File: config.mk
export PLATFORM = sky130hd
export DESIGN_NAME = hsq_axis_homing_sequencer
export DESIGN_NICKNAME = d
export VERILOG_FILES = /design/src/include/hsq_pkg.sv /design/src/logic/hsq_sync.sv /design/src/logic/hsq_limit_calc.sv /design/src/logic/hsq_axis_homing_sequencer.sv
export SDC_FILE = /design/constraint.sdc
export NUM_CORES = 1
export LEC_CHECK = 0
export BUFFER_PORTS_ARGS = -buffer_cell sky130_fd_sc_hd__buf_2
export CAP_MARGIN = 30
export CORE_UTILIZATION = 51
export CTS_BUF_LIST = sky130_fd_sc_hd__clkbuf_4
export CTS_CLUSTER_DIAMETER = 50
export DETAILED_ROUTE_END_ITERATION = 8
export PLACE_DENSITY_LB_ADDON = 0.2
export SYNTH_ARGS = -nofsm -noshare
export SYNTH_HDL_FRONTEND = slang
export SYNTH_HIERARCHICAL = 1
export SYNTH_SLANG_ARGS = --single-unit
File: constraint.sdc
create_clock -name clk -period 3.05 [get_ports clk]
set_clock_uncertainty 0.05 [all_clocks]
set_input_delay 0.1525 -clock clk [delete_from_list [all_inputs] [get_ports clk]]
set_output_delay 0.1525 -clock clk [all_outputs]
set_load 0.02 [all_outputs]
File: src/include/hsq_pkg.sv
/*
 * Homing sequencer definitions: map, fields, modes, codes, states, carriers.
 * Assumes a 32-bit Avalon-MM slave with byte addresses.
 */
package hsq_pkg;

    // register byte offsets
    localparam logic [5:0] HSQ_OFS_CTRL = 6'h00;
    localparam logic [5:0] HSQ_OFS_STATUS = 6'h04;
    localparam logic [5:0] HSQ_OFS_HOME_OFFSET = 6'h08;
    localparam logic [5:0] HSQ_OFS_MECH_HOME = 6'h0c;
    localparam logic [5:0] HSQ_OFS_SOFT_UPPER = 6'h10;
    localparam logic [5:0] HSQ_OFS_SOFT_LOWER = 6'h14;
    localparam logic [5:0] HSQ_OFS_SOFT_UPPER_MECH = 6'h18;
    localparam logic [5:0] HSQ_OFS_SOFT_LOWER_MECH = 6'h1c;
    localparam logic [5:0] HSQ_OFS_POSITION = 6'h20;

    // control register fields
    localparam int HSQ_CTRL_START_BIT = 0;
    localparam int HSQ_CTRL_ABORT_BIT = 1;
    localparam int HSQ_CTRL_MODE_LSB = 4;
    localparam int HSQ_CTRL_CFG_LSB = 8;
    // status register fields
    localparam int HSQ_STAT_CODE_LSB = 8;
    localparam int HSQ_STAT_STATE_LSB = 16;

    // reset values
    localparam logic [5:0] HSQ_CFG_RST = 6'h20;
    localparam logic [2:0] HSQ_MODE_RST = 3'h0;
    localparam logic [31:0] HSQ_WORD_RST = 32'h0000_0000;

    // homing modes
    localparam logic [2:0] HSQ_MODE_HOME_SWITCH = 3'h0;
    localparam logic [2:0] HSQ_MODE_LIMIT_SWITCH = 3'h1;
    localparam logic [2:0] HSQ_MODE_HOME_SWITCH_WITH_INDEX = 3'h2;
    localparam logic [2:0] HSQ_MODE_LIMIT_SWITCH_WITH_INDEX = 3'h3;
    localparam logic [2:0] HSQ_MODE_DIRECT = 3'h4;

    // error codes (values arbitrary)
    localparam logic [7:0] HSQ_ERR_NONE = 8'h00;
    localparam logic [7:0] HSQ_PARAMETER_ERROR_CODE = 8'h01;
    localparam logic [7:0] HSQ_ERR_ABORTED = 8'h02;

    typedef enum logic [7:0] {
        HSQ_ST_IDLE = 8'h01,
        HSQ_ST_SEEK = 8'h02,
        HSQ_ST_SEEK_STOP = 8'h04,
        HSQ_ST_CREEP = 8'h08,
        HSQ_ST_ARMED = 8'h10,
        HSQ_ST_LATCH_STOP = 8'h20,
        HSQ_ST_MOVE = 8'h40,
        HSQ_ST_ABORT_STOP = 8'h80
    } hsq_state_e;

    // configuration bits, msb to lsb as stored at HSQ_CTRL_CFG_LSB
    typedef struct packed {
        logic dir_neg;
        logic hard_stop;
        logic ref_en;
        logic home_en;
        logic upper_en;
        logic lower_en;
    } hsq_cfg_s;

    // raw switch and reference inputs
    typedef struct packed {
        logic lower;
        logic upper;
        logic home;
        logic index;
    } hsq_pins_s;

    // command toward the pulse drive
    typedef struct packed {
        logic run;
        logic dir_pos;
        logic creep;
        logic hard_stop;
        logic halt;
        logic move_req;
        logic [31:0] target;
        logic soft_limit_bypass;
    } hsq_drive_cmd_s;

    // answer from the pulse drive
    typedef struct packed {
        logic standstill;
        logic move_done;
        logic [31:0] position;
    } hsq_drive_sts_s;

    // modes that finish on the encoder reference pulse
    function automatic logic hsq_uses_index(input logic [2:0] mode);
        return (mode == HSQ_MODE_HOME_SWITCH_WITH_INDEX) || (mode == HSQ_MODE_LIMIT_SWITCH_WITH_INDEX);
    endfunction : hsq_uses_index

    // modes that search the home switch
    function automatic logic hsq_uses_home(input logic [2:0] mode);
        return (mode == HSQ_MODE_HOME_SWITCH) || (mode == HSQ_MODE_HOME_SWITCH_WITH_INDEX);
    endfunction : hsq_uses_home

endpackage : hsq_pkg

File: src/logic/hsq_sync.sv
/*
 * Two-stage synchroniser for asynchronous levels.
 * Assumes slow levels; pulses under one clock may be lost.
 */
module hsq_sync
    import hsq_pkg::*;
#(
    parameter int WIDTH = 4
) (
    // clock and reset
    input wire logic clk,
    input wire logic rstn,
    // levels
    input wire logic [WIDTH-1:0] async_in,
    output logic [WIDTH-1:0] sync_out
);

    initial begin
        if (WIDTH < 1) begin
            $error("hsq_sync: WIDTH must be at least 1");
        end
    end

    typedef struct packed {
        logic [WIDTH-1:0] meta;
        logic [WIDTH-1:0] stable;
    } hsq_sync_s;

    hsq_sync_s s;
    hsq_sync_s next_s;

    // first stage feeds only the second stage
    always_comb begin
        next_s.meta = async_in;
        next_s.stable = s.meta;
    end

    always_ff @(posedge clk or negedge rstn) begin
        if (!rstn) begin
            s <= '0;
        end else begin
            s <= next_s;
        end
    end

    assign sync_out = s.stable;

endmodule : hsq_sync

File: src/logic/hsq_limit_calc.sv
/*
 * Soft-limit calculator: on a strobe, places soft limits around the new home.
 * Assumes same-clock inputs.
 */
module hsq_limit_calc
    import hsq_pkg::*;
(
    // clock and reset
    input wire logic clk,
    input wire logic rstn,
    // request
    input wire logic recalc,
    input wire logic [31:0] home_ref,
    input wire logic [31:0] soft_upper,
    input wire logic [31:0] soft_lower,
    // result
    output logic [31:0] upper_mech,
    output logic [31:0] lower_mech
);

    typedef struct packed {
        logic [31:0] upper;
        logic [31:0] lower;
    } hsq_lim_s;

    hsq_lim_s s;
    hsq_lim_s next_s;

    // limits only move on a strobe so they stay stable during motion
    always_comb begin
        next_s = s;
        if (recalc) begin
            next_s.upper = home_ref + soft_upper;
            next_s.lower = home_ref + soft_lower;
        end
    end

    always_ff @(posedge clk or negedge rstn) begin
        if (!rstn) begin
            s <= '0;
        end else begin
            s <= next_s;
        end
    end

    assign upper_mech = s.upper;
    assign lower_mech = s.lower;

endmodule : hsq_limit_calc

File: src/logic/hsq_axis_homing_sequencer.sv
/*
 * Axis homing sequencer: Avalon-MM registers plus search, latch and offset move.
 * Assumes a same-clock pulse drive that stops when run falls and reports standstill.
 */
module hsq_axis_homing_sequencer
    import hsq_pkg::*;
(
    // clock and reset
    input wire logic clk,
    input wire logic rstn,
    // avalon-mm slave
    input wire logic [5:0] avs_address,
    input wire logic avs_read,
    input wire logic avs_write,
    input wire logic [31:0] avs_writedata,
    output logic [31:0] avs_readdata,
    output logic avs_waitrequest,
    // switch and reference pins
    input wire hsq_pins_s pins,
    // pulse drive
    output hsq_drive_cmd_s drive_cmd,
    input wire hsq_drive_sts_s drive_sts
);

    typedef struct packed {
        hsq_state_e state;
        hsq_cfg_s cfg;
        logic [2:0] mode;
        logic [31:0] home_offset;
        logic [31:0] soft_upper;
        logic [31:0] soft_lower;
        logic [31:0] mech_home;
        logic done;
        logic homed;
        logic err;
        logic aborted;
        logic [7:0] err_code;
        logic ack;
        logic [31:0] rdata;
        logic prev_home;
        logic prev_limit;
        logic prev_index;
        logic recalc;
        logic [31:0] home_ref;
        hsq_drive_cmd_s cmd;
    } hsq_main_s;

    hsq_main_s s;
    hsq_main_s next_s;
    hsq_pins_s pins_sync;
    logic [31:0] upper_mech;
    logic [31:0] lower_mech;
    logic bus_wr;
    logic bus_rd;
    logic start_req;
    logic abort_req;
    logic limit_act;
    logic limit_en;
    logic home_fall;
    logic limit_fall;
    logic index_rise;
    logic param_bad;
    logic busy;

    // pins come from the machine, so they are synchronised first
    hsq_sync #(
        .WIDTH(4)
    ) u_sync (
        .clk(clk),
        .rstn(rstn),
        .async_in(pins),
        .sync_out(pins_sync)
    );

    // soft limits follow the new home reference
    hsq_limit_calc u_limits (
        .clk(clk),
        .rstn(rstn),
        .recalc(s.recalc),
        .home_ref(s.home_ref),
        .soft_upper(s.soft_upper),
        .soft_lower(s.soft_lower),
        .upper_mech(upper_mech),
        .lower_mech(lower_mech)
    );

    // search-side limit, mirrored for a positive homing direction
    assign limit_act = s.cfg.dir_neg ? pins_sync.lower : pins_sync.upper;
    assign limit_en = s.cfg.dir_neg ? s.cfg.lower_en : s.cfg.upper_en;
    // release and reference edges from synchronised levels
    assign home_fall = s.prev_home & ~pins_sync.home;
    assign limit_fall = s.prev_limit & ~limit_act;
    assign index_rise = pins_sync.index & ~s.prev_index;
    assign busy = (s.state != HSQ_ST_IDLE);

    // one wait cycle per access: the second edge completes it
    assign bus_wr = avs_write & s.ack;
    assign bus_rd = avs_read & ~s.ack;
    assign start_req = bus_wr && (avs_address == HSQ_OFS_CTRL) && avs_writedata[HSQ_CTRL_START_BIT];
    assign abort_req = bus_wr && (avs_address == HSQ_OFS_CTRL) && avs_writedata[HSQ_CTRL_ABORT_BIT];

    // parameter check on the mode about to start
    always_comb begin
        param_bad = 1'b0;
        case (s.mode)
            HSQ_MODE_HOME_SWITCH: param_bad = ~s.cfg.home_en;
            HSQ_MODE_LIMIT_SWITCH: param_bad = ~limit_en;
            HSQ_MODE_HOME_SWITCH_WITH_INDEX: param_bad = ~s.cfg.home_en | ~s.cfg.ref_en;
            HSQ_MODE_LIMIT_SWITCH_WITH_INDEX: param_bad = ~limit_en | ~s.cfg.ref_en;
            HSQ_MODE_DIRECT: param_bad = 1'b0;
            default: param_bad = 1'b1;
        endcase
    end

    // register file, sequencer and drive command
    always_comb begin
        next_s = s;
        next_s.ack = (avs_read | avs_write) & ~s.ack;
        next_s.recalc = 1'b0;
        next_s.cmd.move_req = 1'b0;
        next_s.cmd.halt = 1'b0;
        next_s.prev_home = pins_sync.home;
        next_s.prev_limit = limit_act;
        next_s.prev_index = pins_sync.index;

        // configuration writes are locked out while a sequence runs
        if (bus_wr && !busy) begin
            case (avs_address)
                HSQ_OFS_CTRL: begin
                    next_s.mode = avs_writedata[HSQ_CTRL_MODE_LSB +: 3];
                    next_s.cfg = avs_writedata[HSQ_CTRL_CFG_LSB +: 6];
                end
                HSQ_OFS_HOME_OFFSET: next_s.home_offset = avs_writedata;
                HSQ_OFS_SOFT_UPPER: next_s.soft_upper = avs_writedata;
                HSQ_OFS_SOFT_LOWER: next_s.soft_lower = avs_writedata;
                default: next_s.rdata = s.rdata;
            endcase
        end

        // read data registered in the wait cycle
        if (bus_rd) begin
            case (avs_address)
                HSQ_OFS_CTRL: begin
                    next_s.rdata = HSQ_WORD_RST;
                    next_s.rdata[HSQ_CTRL_MODE_LSB +: 3] = s.mode;
                    next_s.rdata[HSQ_CTRL_CFG_LSB +: 6] = s.cfg;
                end
                HSQ_OFS_STATUS: begin
                    next_s.rdata = {27'h0, s.aborted, s.err, s.homed, s.done, busy};
                    next_s.rdata[HSQ_STAT_CODE_LSB +: 8] = s.err_code;
                    next_s.rdata[HSQ_STAT_STATE_LSB +: 8] = s.state;
                end
                HSQ_OFS_HOME_OFFSET: next_s.rdata = s.home_offset;
                HSQ_OFS_MECH_HOME: next_s.rdata = s.mech_home;
                HSQ_OFS_SOFT_UPPER: next_s.rdata = s.soft_upper;
                HSQ_OFS_SOFT_LOWER: next_s.rdata = s.soft_lower;
                HSQ_OFS_SOFT_UPPER_MECH: next_s.rdata = upper_mech;
                HSQ_OFS_SOFT_LOWER_MECH: next_s.rdata = lower_mech;
                HSQ_OFS_POSITION: next_s.rdata = drive_sts.position;
                default: next_s.rdata = HSQ_WORD_RST;
            endcase
        end

        case (s.state)
            HSQ_ST_IDLE: begin
                next_s.cmd.soft_limit_bypass = 1'b0;
                if (start_req) begin
                    next_s.done = 1'b0;
                    next_s.err = 1'b0;
                    next_s.aborted = 1'b0;
                    next_s.err_code = HSQ_ERR_NONE;
                    next_s.homed = 1'b0;
                    next_s.mech_home = HSQ_WORD_RST;
                    if (param_bad) begin
                        next_s.err = 1'b1;
                        next_s.err_code = HSQ_PARAMETER_ERROR_CODE;
                    end else if (s.mode == HSQ_MODE_DIRECT) begin
                        // static homing: current position becomes home
                        next_s.mech_home = drive_sts.position;
                        next_s.home_ref = drive_sts.position;
                        next_s.recalc = 1'b1;
                        next_s.homed = 1'b1;
                        next_s.done = 1'b1;
                    end else begin
                        next_s.cmd.soft_limit_bypass = 1'b1;
                        next_s.cmd.run = 1'b1;
                        next_s.cmd.hard_stop = 1'b0;
                        if (limit_act || (hsq_uses_home(s.mode) && pins_sync.home)) begin
                            // already on a switch: creep away at once
                            next_s.cmd.dir_pos = s.cfg.dir_neg;
                            next_s.cmd.creep = 1'b1;
                            next_s.state = HSQ_ST_CREEP;
                        end else begin
                            next_s.cmd.dir_pos = ~s.cfg.dir_neg;
                            next_s.cmd.creep = 1'b0;
                            next_s.state = HSQ_ST_SEEK;
                        end
                    end
                end
            end
            HSQ_ST_SEEK: begin
                // a disabled limit is never a stop condition
                if (limit_en && limit_act) begin
                    next_s.cmd.run = 1'b0;
                    next_s.cmd.hard_stop = s.cfg.hard_stop;
                    next_s.state = HSQ_ST_SEEK_STOP;
                end else if (hsq_uses_home(s.mode) && pins_sync.home) begin
                    next_s.cmd.run = 1'b0;
                    next_s.cmd.hard_stop = 1'b0;
                    next_s.state = HSQ_ST_SEEK_STOP;
                end
            end
            HSQ_ST_SEEK_STOP: begin
                if (drive_sts.standstill) begin
                    next_s.cmd.run = 1'b1;
                    next_s.cmd.hard_stop = 1'b0;
                    next_s.cmd.dir_pos = s.cfg.dir_neg;
                    next_s.cmd.creep = 1'b1;
                    next_s.state = HSQ_ST_CREEP;
                end
            end
            HSQ_ST_CREEP: begin
                if (hsq_uses_home(s.mode) ? home_fall : limit_fall) begin
                    if (hsq_uses_index(s.mode)) begin
                        next_s.state = HSQ_ST_ARMED;
                    end else begin
                        next_s.mech_home = drive_sts.position;
                        next_s.cmd.run = 1'b0;
                        next_s.state = HSQ_ST_LATCH_STOP;
                    end
                end
            end
            HSQ_ST_ARMED: begin
                if (index_rise) begin
                    next_s.mech_home = drive_sts.position;
                    next_s.cmd.run = 1'b0;
                    next_s.state = HSQ_ST_LATCH_STOP;
                end
            end
            HSQ_ST_LATCH_STOP: begin
                if (drive_sts.standstill) begin
                    next_s.cmd.target = s.mech_home + s.home_offset;
                    next_s.home_ref = s.mech_home + s.home_offset;
                    next_s.recalc = 1'b1;
                    next_s.cmd.move_req = 1'b1;
                    next_s.state = HSQ_ST_MOVE;
                end
            end
            HSQ_ST_MOVE: begin
                if (drive_sts.move_done) begin
                    next_s.homed = 1'b1;
                    next_s.done = 1'b1;
                    next_s.cmd.soft_limit_bypass = 1'b0;
                    next_s.state = HSQ_ST_IDLE;
                end
            end
            HSQ_ST_ABORT_STOP: begin
                if (drive_sts.standstill) begin
                    next_s.cmd.soft_limit_bypass = 1'b0;
                    next_s.state = HSQ_ST_IDLE;
                end
            end
            default: begin
                next_s.cmd.run = 1'b0;
                next_s.state = HSQ_ST_IDLE;
            end
        endcase

        // abort overrides any step in progress
        if (abort_req && busy && (s.state != HSQ_ST_ABORT_STOP)) begin
            next_s.cmd.run = 1'b0;
            next_s.cmd.hard_stop = 1'b0;
            next_s.cmd.halt = 1'b1;
            next_s.cmd.move_req = 1'b0;
            next_s.homed = 1'b0;
            next_s.mech_home = HSQ_WORD_RST;
            next_s.aborted = 1'b1;
            next_s.err_code = HSQ_ERR_ABORTED;
            next_s.state = HSQ_ST_ABORT_STOP;
        end
    end

    always_ff @(posedge clk or negedge rstn) begin
        if (!rstn) begin
            s <= '0;
            s.state <= HSQ_ST_IDLE;
            s.cfg <= HSQ_CFG_RST;
            s.mode <= HSQ_MODE_RST;
        end else begin
            s <= next_s;
        end
    end

    // outputs
    assign avs_waitrequest = (avs_read | avs_write) & ~s.ack;
    assign avs_readdata = s.rdata;
    assign drive_cmd = s.cmd;

endmodule : hsq_axis_homing_sequencer

Word-level counts from Yosys, hierarchy flattened
Cells that the tools add are included.
{ "classes": {"add_sub_neg": 3, "n_eq_ne": 42, "mux": 62, "bitwise": 17, "n_reduce_logical": 40} }
{ "ops": {"columns": ["cell", "count"], "rows": [
  ["$pmux W32 S9", 1],
  ["$mux W33", 4],
  ["$mux W32", 4],
  ["$add A32 B32 Y32", 3],
  ["$mux W8", 12],
  ["$pmux W32 S3", 1],
  ["$mux W37", 2],
  ["$mux W34", 2],
  ["$pmux W33 S2", 1],
  ["$pmux W8 S8", 1],
  ["$mux W44", 1],
  ["$ne A3 B3 Y1 const B", 10],
  ["$eq A6 B5 Y1 const B", 4],
  ["$mux W1", 18],
  ["$mux W9", 2],
  ["$ne A2 B2 Y1 const B", 8],
  ["$reduce_and A5 Y1", 3],
  ["$reduce_and A2 Y1", 7],
  ["$eq A6 B4 Y1 const B", 2],
  ["$mux W4", 3],
  ["$reduce_and A10 Y1", 1],
  ["$reduce_bool A2 Y1", 5],
  ["$reduce_and A3 Y1", 3],
  ["$reduce_and A9 Y1", 1],
  ["36 further kinds", 65]
]} }
{ "word_totals": {"reg_bits": 337, "in_bits": 80, "out_inout_bits": 72, "wordCells": 200} }

Logic depth before layout (Yosys ltp)
{ "logic_depth": {"depth_word": 10, "mapped_depth": 11} }

By module
Netlist, hierarchy kept.
{ "modules_own_cells": {"columns": ["mod", "n_inst", "cells_per_inst", "area_per_inst_um2", "seq_area_each_um2"], "rows": [
  ["hsq_axis_homing_sequencer", 1, 1416, 14182.4, 6458.7],
  ["hsq_limit_calc", 1, 676, 5993.2, 1601.5],
  ["hsq_sync", 1, 8, 200.2, 200.2]
]} }

Worst setup path after synthesis
No wires, ideal clock.
{ "synth_path": {"path_kind": "reg-to-reg", "startpoint": "register s[120] (netlist bit)", "endpoint": "register s (netlist bit drive_cmd[29])", "setup_ps": 131, "arrival_ps": 2466, "slack_ps": 403, "stages_incl_launch_ff": 10, "path_buffers": 0, "cell_sequence": "dfrtp_1 > ha_1 > fa_1 > a21o_1 > a221oi_2 > o2111ai_1 > a31oi_1 > a31oi_1 > xnor2_1 > o21ai_1"} }
{ "synth_via": {"elab_chain_cells": 1} }
{ "synth_rtl": {"columns": ["element", "line", "text"], "rows": [
  ["start: declaration", "hsq_axis_homing_sequencer.sv:48", "hsq_main_s s;"],
  ["start signal: assignment", "hsq_axis_homing_sequencer.sv:290", "s <= next_s;"],
  ["$add A32 B32 Y32", "hsq_axis_homing_sequencer.sv:242", "next_s.cmd.target = s.mech_home + s.home_offset;"]
]} }
Every way passes these cells.
A chain may end at the register's enable or synchronous reset.

Worst setup path in the final report
{ "layout_path": {"startpoint": "register s[120] (netlist bit)", "endpoint": "register s[67] (netlist bit)"} }
{ "layout_via": {"elab_chain_cells": 3} }
{ "layout_rtl": {"columns": ["element", "line", "text"], "rows": [
  ["$add A32 B32 Y32", "hsq_axis_homing_sequencer.sv:243", "next_s.home_ref = s.mech_home + s.home_offset;"],
  ["$mux W33", "hsq_axis_homing_sequencer.sv:241", "if (drive_sts.standstill) begin"],
  ["$pmux W33 S2", "hsq_axis_homing_sequencer.sv:164", "case (s.state)"]
]} }
Every way passes these cells. The select of a mux whose other input is x is not followed.

==> impl_metrics.tcl <==
set metrics [dict create \
    clk_latency_ps 820 \
    ant_nets 0 \
    r2r_start "s[120]" \
    viasPerCell 6.29 \
    drt_wl_total_um 72700 \
    seq_power_share_pct 45.1 \
    multi_input_area_um2 11000 \
    status "finished with violations" \
    worstReg2RegEnd "s[67]" \
    cp.arrival_ps 3580 \
    p_int_uw 7500 \
    cts-root-buf "clkbuf_4" \
    path_clk_slew_ps 60 \
    die_area_um2 40800 \
    dp_hpwl_um 53900 \
    fillerInstances 3437 \
    cts_buffers 92 \
    syn_avg_cell_area_um2 9.70 \
    drive_gt1_share_pct 25.5 \
    net-switching-power_uw 3130 \
    finalCritPeriodShare_pct 97.2 \
    ys_seq_elements 330 \
    synth.distinct_cells 91 \
    cp_max_fo 5 \
    clockPowerShare_pct 40.4 \
    seq_area_frac_synth_pct 40.5 \
    htreeDepth 3 \
    holdPathStages 5 \
    hold_start "avs_address[0]" \
    finalSetupViolCount 0 \
    combPwrFrac_pct 14.4 \
    cp_slowest_stage_delay_ps 430 \
    cap_viol_max_count 0 \
    period_needed_ps 2970 \
    dr.pass1.iters 9 \
    crit_type "flop to flop" \
    worstSetupEndpointType "flop" \
    p_leak_uw 0.0116 \
    ir_drop_uv 414 \
    antenna_found_initial 1 \
    io_pins 152 \
    ctsLongestPathBuffers 3 \
    grt_max_degree 78 \
    start_util_pct 52.2 \
    register_area_um2 8260 \
    grt_pass1_wl_um 109000 \
    cts.sinks 330 \
    power_density_nw_per_um2 454 \
    vias 18100 \
    synthesis.area_um2 20400 \
    grt_overflow 0 \
    finalMaxSlewViolations 0 \
    die_x_um 202 \
    holdWs_ps 86.4 \
    drt_iter0_markers 1844 \
    cts_tree "done" \
    worstMarginPinSlew_ps 902 \
    gp_congestion 0.957 \
    finalSetupTns_ps 0 \
    cts_setup_buffers 0 \
    required_ps 3660 \
    syn_inst 2100 \
    wl_per_cell_um 25.2 \
    rsz0062_at_grt "no" \
    hold_violations 0 \
    violations "DRC" \
    port_buffers 151 \
    core_area_um2 39000 \
    hp-class "input pin to flop" \
    ys.flop_type "dfrtp_1" \
    worstPathCellList "ha_1 > fa_1 > a21o_1 > a221oi_2 > buf_4 > o2111ai_1 > a31oi_1 > buf_4 > a31oi_1 > xnor2_1 > o21ai_1" \
    reg2reg_depth 11 \
    slowest_stage "fa_1" \
    synth_nets 2276 \
    final_nets 2482 \
    grt_pass1_vias 18100 \
    yosys_warnings 6 \
    synth-edff-count 0 \
    hold_end "drive_cmd[0]" \
    grt.total_usage_pct 35.8 \
    die_y_um 202 \
    timing.fmax_mhz 337 \
    syn_to_final_growth_pct 15.0 \
    drc 1 \
    slew_headroom_pct 39.8 \
    rows 72 \
    async_flop_share_pct 100 \
    start_kind "flop" \
    p_sw_share_pct 29.4 \
    rrSetupSlack_ps 80 \
]
## worst max-delay path by stage
stage                      start             to  slack (ps)  cells after the start
after floorplan           s[120]  drive_cmd[29]         400                      9
after global placement    s[121]  drive_cmd[26]         110                      8
after detailed placement  s[121]  drive_cmd[26]          70                      8
after CTS                 s[217]          s[64]          20                      8
after global routing      s[217]          s[68]         0.8                      8
final                     s[120]          s[67]          80                     11
## timing repair
| action | CTS | global route |
|---|---|---|
| setup endpoints to repair | 0 | 21 |
| hold buffers | 84 | 0 |
| resized for setup | 0 | 7 |
| hold endpoints to repair | 555 | 0 |
## layout make-up
class	instances	share of cell area, %
Antenna cell	1	0.0107
Clock buffer	133	4.26
Clock inverter	21	0.817
Inverter	28	0.449
Multi-Input combinational cell	1552	46.8
Sequential cell	330	35.3
Tap cell	518	2.77
Timing Repair Buffer	302	9.61
## synthesized netlist by cell type (20+ instances only)
cell,instances,area (µm²)
nand2_1,297,1110
and3_1,25,156
a222oi_1,39,390
a22oi_1,47,353
mux2i_1,28,280
o21ai_2,30,263
xor2_1,26,228
o21ai_0,124,621
dfrtp_1,328,8210
ha_1,93,1160
mux2_2,161,1810
nand4_1,20,125
buf_2,35,175
nand3_1,42,210
buf_4,72,541
nor3_1,20,100
nor2_1,116,435
inv_1,28,105
a21o_1,46,345
xnor2_1,49,429
clkbuf_1,65,244
a21oi_1,129,646
## cell usage in the layout, fill, tap and decap left out, types with 7 or more instances in the layout
| master | count |
|---|---|
| dfrtp_1 | 327 |
| nand2_1 | 296 |
| mux2_2 | 161 |
| buf_2 | 150 |
| clkbuf_4 | 133 |
| a21oi_1 | 129 |
| o21ai_0 | 122 |
| nor2_1 | 114 |
| ha_1 | 93 |
| dlygate4sd3_1 | 83 |
| buf_4 | 57 |
| xnor2_1 | 49 |
| a22oi_1 | 47 |
| a21o_1 | 46 |
| nand3_1 | 41 |
| a222oi_1 | 39 |
| o21ai_2 | 30 |
| inv_1 | 28 |
| mux2i_1 | 28 |
| xor2_1 | 26 |
| and3_1 | 25 |
| nand4_1 | 20 |
| nor3_1 | 20 |
| a211oi_1 | 18 |
| a31oi_1 | 17 |
| a221oi_1 | 15 |
| o21a_1 | 13 |
| clkinv_1 | 12 |
| nor2b_1 | 10 |
| a221o_1 | 10 |
| o21ai_1 | 10 |
| buf_12 | 10 |
| o211ai_1 | 9 |
| nand2b_1 | 9 |
| and2_1 | 8 |
| o31ai_1 | 8 |
| a211o_1 | 7 |
## flip-flops by register name (all words and copies together) (netlist names)
name / cells
u_sync/next_s: 4
avs_readdata: 32
u_limits/lower_mech: 32
drive_cmd: 39
s: 187
u_limits/upper_mech: 32
u_sync/sync_out: 4
## worst max-delay path: cells and delay by family, from the launching register on
family / cells / cell delay (ps)
AO/OA/AOI/OAI: 6 / 1040
adder cells (fa/ha/maj): 2 / 700
flip-flops: 1 / 410
buffers and inverters: 2 / 370
XOR/XNOR: 1 / 230
## cell families (layout without fill, tap and decap cells)
family | count (synthesis) | in the layout | share of synthesized area (%)
and+or+nand+nor | 586 | 586 | 13.1
muxes | 192 | 192 | 10.4
other | 0 | 1 | 0
adders and majority gates | 96 | 96 | 6.01
AOI/OAI and AO/OA | 603 | 603 | 20.9
xor gates and xnor gates | 75 | 75 | 3.22
buffers and inverters | 218 | 484 | 5.82
DFF | 330 | 330 | 40.5
## per-stage QoR
step | std cells | power, µW | setup slack (ps) | instance area (µm²) | util, %
finish | 2885 | 10600 | 84.2 | 23400 | 60.1
floorplan | 2100 | 5680 | 403 | 20400 | -
detailed placement | 2646 | 6280 | 68.6 | 21400 | 54.7
global route | 2885 | 11100 | 0.769 | 23400 | 60.1
global placement | 2646 | 6260 | 107 | 21400 | 54.7
CTS | 2884 | 10700 | 22.6 | 23400 | 60.0
## routing by layer
metal | track usage [%] | wire, µm | vias to the layer above
met2 | 57.5 | 33800 | 899
met5 | 0 | 0 | -
met4 | 26.0 | 5680 | 0
met3 | 5.50 | 4710 | 247
met1 | 43.8 | 28500 | 8853
li1 | - | - | 8140
## power groups by stage
stage          sequential (µW)  combinational, µW  clock, µW
2_1_floorplan             4780                900          0
3_3_place_gp              4860               1390          0
3_5_place_dp              4870               1410          0
4_1_cts                   4790               1510       4390
5_1_grt                   4810               1660       4600
6_report                  4800               1540       4300
Note: power is estimated with default switching activity, not from simulation.
